$ cat src/logic/cpms_defs.svh
// Constants for the controller port mode select block
`ifndef CPMS_DEFS_SVH
`define CPMS_DEFS_SVH

// Interface-select strap codes
`define CPMS_MODE_MUX       2'h0
`define CPMS_MODE_NONMUX    2'h1
`define CPMS_MODE_SERIAL    2'h2
`define CPMS_MODE_HW        2'h3

// Positions inside the synchronised pin vector
`define CPMS_SY_AD_LO       0
`define CPMS_SY_SEL_LO      8
`define CPMS_SY_TSTR        10
`define CPMS_SY_INT         11
`define CPMS_SY_TM0         12
`define CPMS_SY_TM1         13
`define CPMS_SY_TM2         14
`define CPMS_SY_RD          15
`define CPMS_SY_W           16

// Shared data bit roles in hardware-strap mode, and bit 2 as clock in serial mode
`define CPMS_AD_RX_TERM     7
`define CPMS_AD_TX_TERM     6
`define CPMS_AD_RX_FRM1     5
`define CPMS_AD_RX_FRM0     4
`define CPMS_AD_TX_SYNC     3
`define CPMS_AD_RX_SYNC     2
`define CPMS_AD_SCLK        2

// APB register byte offsets
`define CPMS_OFS_STATUS     8'h00
`define CPMS_OFS_MASK       8'h04
`define CPMS_OFS_PORT       8'h08

// Status and mask bit positions
`define CPMS_EV_MODE        0
`define CPMS_EV_RESET       1
`define CPMS_EV_CORE        2
`define CPMS_EV_W           3

// Reset values
`define CPMS_MASK_RST       3'h0
`endif

$ cat src/logic/cpms_pkg.sv
// Types for the controller port mode select block
`include "cpms_defs.svh"
package cpms_pkg;

  // Whole state of the block, registered as one word
  typedef struct packed {
    logic [`CPMS_SY_W-1:0] sync1;
    logic [`CPMS_SY_W-1:0] sync2;
    logic [1:0]            mode;
    logic                  mode_vld;
    logic                  tstr_d;
    logic                  sclk_d;
    logic [`CPMS_EV_W-1:0] status;
    logic [`CPMS_EV_W-1:0] mask;
    logic                  irq;
    logic                  int_oe;
    logic                  int_out;
    logic [7:0]            ad_out;
    logic [7:0]            ad_oe;
    logic [7:0]            par_data;
    logic                  rx_term_dis;
    logic                  tx_term_dis;
    logic [1:0]            rx_frm;
    logic                  tx_sync_sel;
    logic                  rx_sync_sel;
    logic                  jit_sel;
    logic [2:0]            tx_mode;
    logic                  sclk;
    logic                  sclk_rise;
    logic                  reg_reset;
    logic                  pready;
    logic                  pslverr;
    logic [31:0]           prdata;
  } cpms_state_t;

endpackage

$ cat src/logic/cpms_top.sv
// Controller port mode select, shared pin steering and interrupt pin
//
// Our own choices: the APB interface to the registers and the placing of the registers.
`timescale 1ns/1ps
`default_nettype none
`include "cpms_defs.svh"

// Behaviour
// [RULE_01] Two-bit strap picks one of four modes
// [RULE_02] Open-drain interrupt pulled low on events
// [RULE_03] Tristate pin rising edge resets configuration
// [RULE_04] Tristate pin high floats every output
// [RULE_05] Code 01 uses pins as data bus
// [RULE_06] Code 00 uses pins as address/data
// [RULE_07] Strap mode bit 7 disables rx termination
// [RULE_08] Strap mode bit 6 disables tx termination
// [RULE_09] Strap mode bits 5,4 set rx framing
// [RULE_10] Strap mode bit 3 picks tx sync function
// [RULE_11] Strap mode bit 2 picks rx sync function
// [RULE_12] Serial mode takes bit 2 as clock
// [RULE_13] Strap mode tx mode from three selects
// [RULE_14] Strap mode interrupt pin selects jitter clock
// [RULE_15] Shared pins driven only in parallel reads
module cpms_top
  import cpms_pkg::*;
(
  // Clock and reset
  input  wire logic        sys_clk,
  input  wire logic        sys_rst,
  // APB slave
  input  wire logic        psel,
  input  wire logic        penable,
  input  wire logic        pwrite,
  input  wire logic [31:0] paddr,
  input  wire logic [31:0] pwdata,
  output logic      [31:0] prdata,
  output logic             pready,
  output logic             pslverr,
  output logic             irq,
  // Strap and control pins
  input  wire logic [1:0]  host_if_select,
  input  wire logic        tristate_reset_pin,
  input  wire logic        tx_op_mode_sel0,
  input  wire logic        tx_op_mode_sel1,
  input  wire logic        tx_op_mode_sel2,
  // Shared address/data pins
  input  wire logic [7:0]  ad_pin_in,
  output logic      [7:0]  ad_pin_out,
  output logic      [7:0]  ad_pin_oe,
  // Interrupt / jitter select pin
  input  wire logic        int_pin_in,
  output logic             int_pin_out,
  output logic             int_pin_oe,
  // Core side
  input  wire logic        host_rd_cycle,
  input  wire logic [7:0]  core_rd_data,
  input  wire logic        core_event,
  output logic      [1:0]  port_mode,
  output logic      [7:0]  par_bus_data,
  output logic             reg_reset,
  output logic             serial_clk,
  output logic             serial_clk_rise,
  // Hardware-strap configuration
  output logic             rx_term_disable,
  output logic             tx_term_disable,
  output logic             rx_framing_sel1,
  output logic             rx_framing_sel0,
  output logic             tx_sync_func_sel,
  output logic             rx_sync_func_sel,
  output logic             jitter_atten_clk_sel0,
  output logic      [2:0]  tx_op_mode
);
  import cpms_pkg::*;

  cpms_state_t st_r;
  cpms_state_t st_nxt;

  // Synchronised pin views, read only from the second stage
  logic [7:0]            ad_s;
  logic [1:0]            sel_s;
  logic                  tstr_s;
  logic                  hw_mode;
  logic                  par_mode;
  logic                  tstr_rise;
  logic [`CPMS_EV_W-1:0] ev_set;
  logic [`CPMS_EV_W-1:0] ev_clr;
  logic                  apb_wr;
  logic [7:0]            ofs;

  assign ad_s      = st_r.sync2[`CPMS_SY_AD_LO +: 8];
  assign sel_s     = st_r.sync2[`CPMS_SY_SEL_LO +: 2];
  assign tstr_s    = st_r.sync2[`CPMS_SY_TSTR];
  assign hw_mode   = (st_r.mode == `CPMS_MODE_HW);
  assign par_mode  = (st_r.mode == `CPMS_MODE_MUX) || (st_r.mode == `CPMS_MODE_NONMUX);
  assign tstr_rise = tstr_s && !st_r.tstr_d;
  assign apb_wr    = psel && penable && st_r.pready && pwrite;
  assign ofs       = paddr[7:0];

  // Next state of the whole block
  always_comb
  begin
    st_nxt = st_r;
    ev_set = '0;
    ev_clr = '0;
    st_nxt.sync1 = {host_rd_cycle, tx_op_mode_sel2, tx_op_mode_sel1, tx_op_mode_sel0,
                    int_pin_in, tristate_reset_pin, host_if_select, ad_pin_in};
    st_nxt.sync2 = st_r.sync1;
    st_nxt.tstr_d = tstr_s;
    // [RULE_01] strap mode decode
    st_nxt.mode     = sel_s;
    st_nxt.mode_vld = 1'b1;
    ev_set[`CPMS_EV_MODE] = st_r.mode_vld && (sel_s != st_r.mode);
    // [RULE_03] register reset on rising edge
    st_nxt.reg_reset = tstr_rise;
    ev_set[`CPMS_EV_RESET] = tstr_rise;
    ev_set[`CPMS_EV_CORE]  = core_event;
    // [RULE_06] capture of shared bus in parallel modes
    st_nxt.par_data = par_mode ? ad_s : 8'h00;
    // [RULE_05] nonmultiplexed and multiplexed reads drive the bus
    st_nxt.ad_out = core_rd_data;
    // [RULE_15] drivers only in parallel reads
    st_nxt.ad_oe = (par_mode && st_r.sync2[`CPMS_SY_RD] && !tstr_s) ? 8'hff : 8'h00;
    // [RULE_12] serial clock on shared bit 2
    st_nxt.sclk      = (st_r.mode == `CPMS_MODE_SERIAL) && ad_s[`CPMS_AD_SCLK];
    st_nxt.sclk_d    = st_r.sclk;
    st_nxt.sclk_rise = st_r.sclk && !st_r.sclk_d;
    // [RULE_07] rx termination strap
    st_nxt.rx_term_dis = hw_mode && ad_s[`CPMS_AD_RX_TERM];
    // [RULE_08] tx termination strap
    st_nxt.tx_term_dis = hw_mode && ad_s[`CPMS_AD_TX_TERM];
    // [RULE_09] rx framing straps
    st_nxt.rx_frm = hw_mode ? {ad_s[`CPMS_AD_RX_FRM1], ad_s[`CPMS_AD_RX_FRM0]} : 2'h0;
    // [RULE_10] tx sync function strap
    st_nxt.tx_sync_sel = hw_mode && ad_s[`CPMS_AD_TX_SYNC];
    // [RULE_11] rx sync function strap
    st_nxt.rx_sync_sel = hw_mode && ad_s[`CPMS_AD_RX_SYNC];
    // [RULE_13] tx mode from three selects
    st_nxt.tx_mode = hw_mode ? {st_r.sync2[`CPMS_SY_TM2], st_r.sync2[`CPMS_SY_TM1],
                                st_r.sync2[`CPMS_SY_TM0]} : 3'h0;
    // [RULE_14] interrupt pin read as jitter select
    st_nxt.jit_sel = hw_mode && st_r.sync2[`CPMS_SY_INT];
    // Write-one-to-clear and mask write
    if (apb_wr && ofs == `CPMS_OFS_STATUS)
    begin
      ev_clr = pwdata[`CPMS_EV_W-1:0];
    end
    if (apb_wr && ofs == `CPMS_OFS_MASK)
    begin
      st_nxt.mask = pwdata[`CPMS_EV_W-1:0];
    end
    if (tstr_rise)
    begin
      st_nxt.mask = `CPMS_MASK_RST;
    end
    // Set wins over clear
    st_nxt.status = (st_r.status & ~ev_clr) | ev_set;
    st_nxt.irq    = |(st_r.status & st_r.mask);
    // [RULE_02] open-drain low while interrupt pending
    st_nxt.int_out = 1'b0;
    // [RULE_04] tristate pin floats the interrupt pin
    st_nxt.int_oe  = st_r.irq && !hw_mode && !tstr_s;
    // APB answer one cycle after setup
    st_nxt.pready  = psel && !penable;
    st_nxt.pslverr = 1'b0;
    st_nxt.prdata  = 32'h0000_0000;
    if (psel && !penable)
    begin
      unique case (ofs)
        `CPMS_OFS_STATUS: st_nxt.prdata = {29'h0, st_r.status};
        `CPMS_OFS_MASK:   st_nxt.prdata = {29'h0, st_r.mask};
        `CPMS_OFS_PORT:   st_nxt.prdata = {22'h0, tstr_s, hw_mode, st_r.par_data};
        default:          st_nxt.pslverr = 1'b1;
      endcase
    end
  end

  // State register
  always_ff @(posedge sys_clk or posedge sys_rst)
  begin
    if (sys_rst)
    begin
      st_r <= '0;
    end
    else
    begin
      st_r <= st_nxt;
    end
  end

  // Outputs straight from the state register
  assign prdata                = st_r.prdata;
  assign pready                = st_r.pready;
  assign pslverr               = st_r.pslverr;
  assign irq                   = st_r.irq;
  assign ad_pin_out            = st_r.ad_out;
  assign ad_pin_oe             = st_r.ad_oe;
  assign int_pin_out           = st_r.int_out;
  assign int_pin_oe            = st_r.int_oe;
  assign port_mode             = st_r.mode;
  assign par_bus_data          = st_r.par_data;
  assign reg_reset             = st_r.reg_reset;
  assign serial_clk            = st_r.sclk;
  assign serial_clk_rise       = st_r.sclk_rise;
  assign rx_term_disable       = st_r.rx_term_dis;
  assign tx_term_disable       = st_r.tx_term_dis;
  assign rx_framing_sel1       = st_r.rx_frm[1];
  assign rx_framing_sel0       = st_r.rx_frm[0];
  assign tx_sync_func_sel      = st_r.tx_sync_sel;
  assign rx_sync_func_sel      = st_r.rx_sync_sel;
  assign jitter_atten_clk_sel0 = st_r.jit_sel;
  assign tx_op_mode            = st_r.tx_mode;
endmodule
`default_nettype wire

$ cat config.mk
export PLATFORM = sky130hd
export DESIGN_NAME = cpms_top
export DESIGN_NICKNAME = d
export VERILOG_FILES = /design/src/logic/cpms_pkg.sv /design/src/logic/cpms_top.sv
export VERILOG_INCLUDE_DIRS = /design/src /design/src/logic
export SDC_FILE = /design/constraint.sdc
export NUM_CORES = 1
export LEC_CHECK = 0
export BUFFER_PORTS_ARGS = -buffer_cell sky130_fd_sc_hd__buf_2
export CORE_MARGIN = 1.5
export CORE_UTILIZATION = 35
export DETAILED_ROUTE_END_ITERATION = 10
export PLACE_DENSITY = 0.67
export SLEW_MARGIN = 40
export SYNTH_ARGS = -nofsm -noshare
export SYNTH_HDL_FRONTEND = slang
export SYNTH_SLANG_ARGS = --single-unit
$ cat constraint.sdc
create_clock -name sys_clk -period 2.7 [get_ports sys_clk]
set_clock_uncertainty 0.15 [all_clocks]
set_input_delay 0.135 -clock sys_clk [delete_from_list [all_inputs] [get_ports sys_clk]]
set_output_delay 0.135 -clock sys_clk [all_outputs]
set_load 0.005 [all_outputs]
* After elaboration in Yosys (flattened, before gate mapping)
Cells that the tools add are included.
Storage, ports and cells: register bits after elaboration 116, bits in latches 0, bits in writable memories 0, ROM bits 0, input bits 94, output and inout bits 76, logic and storage cells 76, memories 0
Cells by class: add/sub/neg operators 0, $mul 0, div/mod/pow operators 0, $lt $le $gt $ge 0, equal/unequal tests 6, shifts and indexed selects 0, mux-type cells 10, bitwise gates (word level) 4, reduce and logical (&&, ||, !) cells 30
Operators by type and width (count):
- $mux 33 | 1
- $pmux 10 s3 | 1
- $logic_and 1x1->1 | 19
- $mux 8 | 2
- $mux 3 | 4
- $eq 8x3->1 const B | 1
- $eq 8x4->1 const B | 1
- $logic_not 8->1 | 1
- $and 3x3->3 | 2
- $reduce_or 3->1 | 2
- $logic_not 1->1 | 5
- $eq 2x2->1 const B | 2
- $not 3->3 | 1
- $or 3x3->3 | 1
- $eq 2x1->1 const B | 1
- $logic_not 2->1 | 1
- $mux 2 | 1
- $ne 2x2->1 | 1
- $reduce_bool 2->1 | 1
- $logic_or 1x1->1 | 1
- $mux 1 | 1

* Longest topological paths before layout
depth in word-level cells 8, gate-level depth with buffers 5

* Worst setup path after synthesis
Ideal clock, no wire load.
path type input -> register, start point in paddr[1], end point reg st_r[78] (netlist name), data arrival time 1219 ps, data required time 2411 ps, path slack 1192 ps, cell stages on the path 3, cell sequence or4_4 -> nor4_1 -> a31oi_1
RTL lines:
- start: declaration | RTL line cpms_top.sv:34 | input wire logic [31:0] paddr,
- end signal: assignment | RTL line cpms_top.sv:186 | st_r <= st_nxt;
- end: declaration | RTL line cpms_top.sv:75 | cpms_state_t st_r;

==> flow_summary_export.csv <==
group,metric,value,unit
detailed_routing,wl_per_cell,12.0,µm
cells_and_area,num_antenna_cells,0,
global_routing,grt_max_degree,55,
yosys,yosysWarnings,0,
cells_and_area,layout-drive-gt1-share,35.7,%
detailed_routing,wl,5.35,mm
yosys,syn_avg_cell_area,13.5,µm²
sta,max_slew_margin,47.4,%
critical_path,critPathMaxStageDelay,0.68,ns
yosys,synth_enable_flop_cells,0,
power,leakage,2.09,nW
sta,period_needed,2.27,ns
die,core-area,0.00881,mm²
critical_path,rr_startpoint,"pready$_DFF_PP0_",
cells_and_area,syn2layout_area_growth,24.3,%
worst_hold_path,hp-class,"input pin to flip-flop",
power,power_density,639,mW/mm²
critical_path,crit_path_end,"st_r[79]$_DFF_PP0_",
critical_path,worst-r2r-setup-slack,0.63,ns
outcome,status,"complete, but fails checks",
cells_and_area,fillCellCount,819,
die,die_h,98.7,µm
detailed_routing,vias,1801,
cts,cts_max_path_buffers,2,
place,hpwl,3.57,mm
critical_path,crit_type,"input pin to flip-flop",
die,row_count,34,
place,place_inst,395,
power,ir_worst_vdd,0.244,mV
yosys,netlist_area,0.00321,mm²
yosys,ys_seq_elements,87,
detailed_routing,via_per_inst,4.06,
cts,post_cts_buffers,0,
flow_run,maxCapViolCount,0,
critical_path,startpoint,"psel",
place,io_buffers,93,
detailed_routing,drc,9,
die,io_pins,170,
cells_and_area,nNetsFinal,425,
cts,path_clk_slew,0.09,ns
cts,cts.htree.levels,3,
power,total_power,2.55,mW
die,dieArea,0.00975,mm²
sta,report.final.setup_viol,0,
critical_path,cpMostUsedCell,"dlygate4sd3_1",
cts,cts_resized,0,
cts,clkSinkCount,87,
yosys,ys_types,31,
cts,clkLatencyLatePin,0.35,ns
critical_path,r2r_end,"st_r[79]$_DFF_PP0_",
global_routing,grt_pass1_wl,8.66,mm
die,initial_core_util,36.4,%
cts,numCtsBuffers,9,
global_routing,antenna_found_initial,0,
sta,fmax,441,MHz
detailed_routing,drt-pass1-iter-count,8,
cts,cts_root_buf,"clkbuf_8",
critical_path,path_cells,"dlygate4sd3_1, buf_2, nand3b_1, nor4_1, a31oi_1, dlygate4sd3_1",
sta,tightest_slew,0.782,ns
outcome,violations,"design-rule violations",
critical_path,slowest_stage,"nor4_1",
sta,report.final.hold_viol_count,0,
critical_path,cp-start-kind,"input pin",
critical_path,crit_required,2.79,ns
global_routing,first_global_vias,1770,
global_routing,grt_remaining_overflow,0,
place,gp_congestion,0.717,
die,die_x,98.7,µm
cts,cts_tree,"yes",
global_routing,grt_usage,11.7,%
sta,fin_tns_setup,0,ns
detailed_routing,antenna_left,0,
sta,rsz0062_at_grt,"false",
critical_path,worstPathArrival,2.36,ns
critical_path,r2r_cells,4,
detailed_routing,drtIter0Drc,72,
cells_and_area,instances_no_fill,444,
sta,fin_crit_sh,83.9,%
yosys,netlist_instances,238,
critical_path,crit_path_max_fanout,3,
sta,slew_viol_final,0,
yosys,synthFlopType,"dfrtp_1",
critical_path,end_kind,"flip-flop",
yosys,yosysSeqAreaShare,67.9,%
yosys,async_flop_share,100,%
cells in the mapped netlist (2+ instances only):
library cell	n	share of area (%)
dfrtp_1	87	68
buf_4	62	15
and3_1	11	2.1
nor2b_1	10	2.0
nand2_1	9	1.1
inv_1	7	0.82
mux2i_1	6	1.9
and2_1	5	0.98
clkbuf_1	5	0.59
nand2b_1	4	0.78
nor2_1	4	0.47
or2_2	3	0.59
a21oi_1	2	0.31
a31oi_1	2	0.39
conb_1	2	0.23
nand3b_1	2	0.47
nor3_2	2	0.62
xor2_1	2	0.55
state kept, by name, indices dropped and copies added, names as in the netlist, 2 cells and up:
register,flops
ad_pin_out,8
ad_s,8
par_bus_data,8
port_mode,2
prdata,10
sel_s,2
st_nxt,17
st_r,14
tx_op_mode,3
cell families (layout without fill, tap and decap cells):
group,count (synthesis),after routing,share of synthesized area [%]
muxes,6,6,1.87
xor gates and xnor gates,2,2,0.546
AOI/OAI and AO/OA,9,9,1.91
and+or+nand+nor,58,58,11.7
buffers and inverters,74,150,15.9
DFF,87,87,67.9
other,2,24,0.234
final cells by class:
type	instances	area, µm²	share of cell area (%)
sequential	87	2180	54.6
timing repair buffer	127	816	20.5
multi-input combinational	99	603	15.1
tap	108	135	3.39
clock buffer	9	124	3.11
clock inverter	7	103	2.57
inverter	7	31.3	0.784
through the flow:
| stage | setup slack [ns] | area [µm²] | hold WS [ns] | utilization, % |
|---|---|---|---|---|
| 2_1_floorplan | 0.165 | 3290 | 0.0164 | - |
| 3_3_place_gp | 0.764 | 3430 | 0.0928 | 38.9 |
| 3_5_place_dp | 0.713 | 3430 | 0.0490 | 39.0 |
| 4_1_cts | 0.487 | 3990 | 0.0280 | 45.3 |
| 5_1_grt | 0.401 | 3990 | 0.0567 | 45.3 |
| 6_report | 0.433 | 3990 | 0.0498 | 45.3 |
per-layer routing:
layer  routed length (µm)  vias up  GRT usage, %  part of all wire (%)
li1                     -      856             -                     -
met1                 2260      866          13.8                    42
met2                 2650       68          19.2                    50
met3                  311       11          3.62                   5.8
met4                  121        0          5.93                   2.3
met5                    0        -             0                     0
cell usage in the layout, fill, tap and decap left out, types with 4 or more instances in the layout:
master         count
conb_1            24
nand2_1            9
dlygate4sd3_1     33
nor2b_1           10
mux2i_1            6
and3_1            11
dfrtp_1           87
and2_1             5
nand2b_1           4
nor2_1             4
clkbuf_8           9
inv_1              6
buf_2             93
what timing repair did:
action | in CTS | in global routing
hold buffers | 33 | 0
endpoints found under the setup margin | 0 | 0
hold endpoints to repair | 87 | 0
worst max-delay path, delay by kind of cell:
kind                   cells  cell delay [ns]
and+or+nand+nor            2             0.83
buffers and inverters      3             1.23
AOI/OAI and AO/OA          1             0.17
worst min-delay path by stage:
stage	cells past startpoint	end	start	slack, ns
finish	4	prdata[2]$_DFF_PP0_	paddr[3]	0.05
global route	3	prdata[9]$_DFF_PP0_	paddr[3]	0.06
CTS	4	prdata[2]$_DFF_PP0_	paddr[3]	0.03
detailed placement	2	ad_s[0]$_DFF_PP0_	sys_rst	0.05
global placement	1	ad_pin_out[7]$_DFF_PP0_	core_rd_data[7]	0.09
floorplan	0	ad_pin_out[0]$_DFF_PP0_	core_rd_data[0]	0.02
power breakdown:
group	switching, mW	internal, mW
Clock	0.474	0.532
Sequential	0.0233	1.35
Combinational	0.0804	0.0887
Total	0.577	1.97
(Power assumes the default switching activity.)
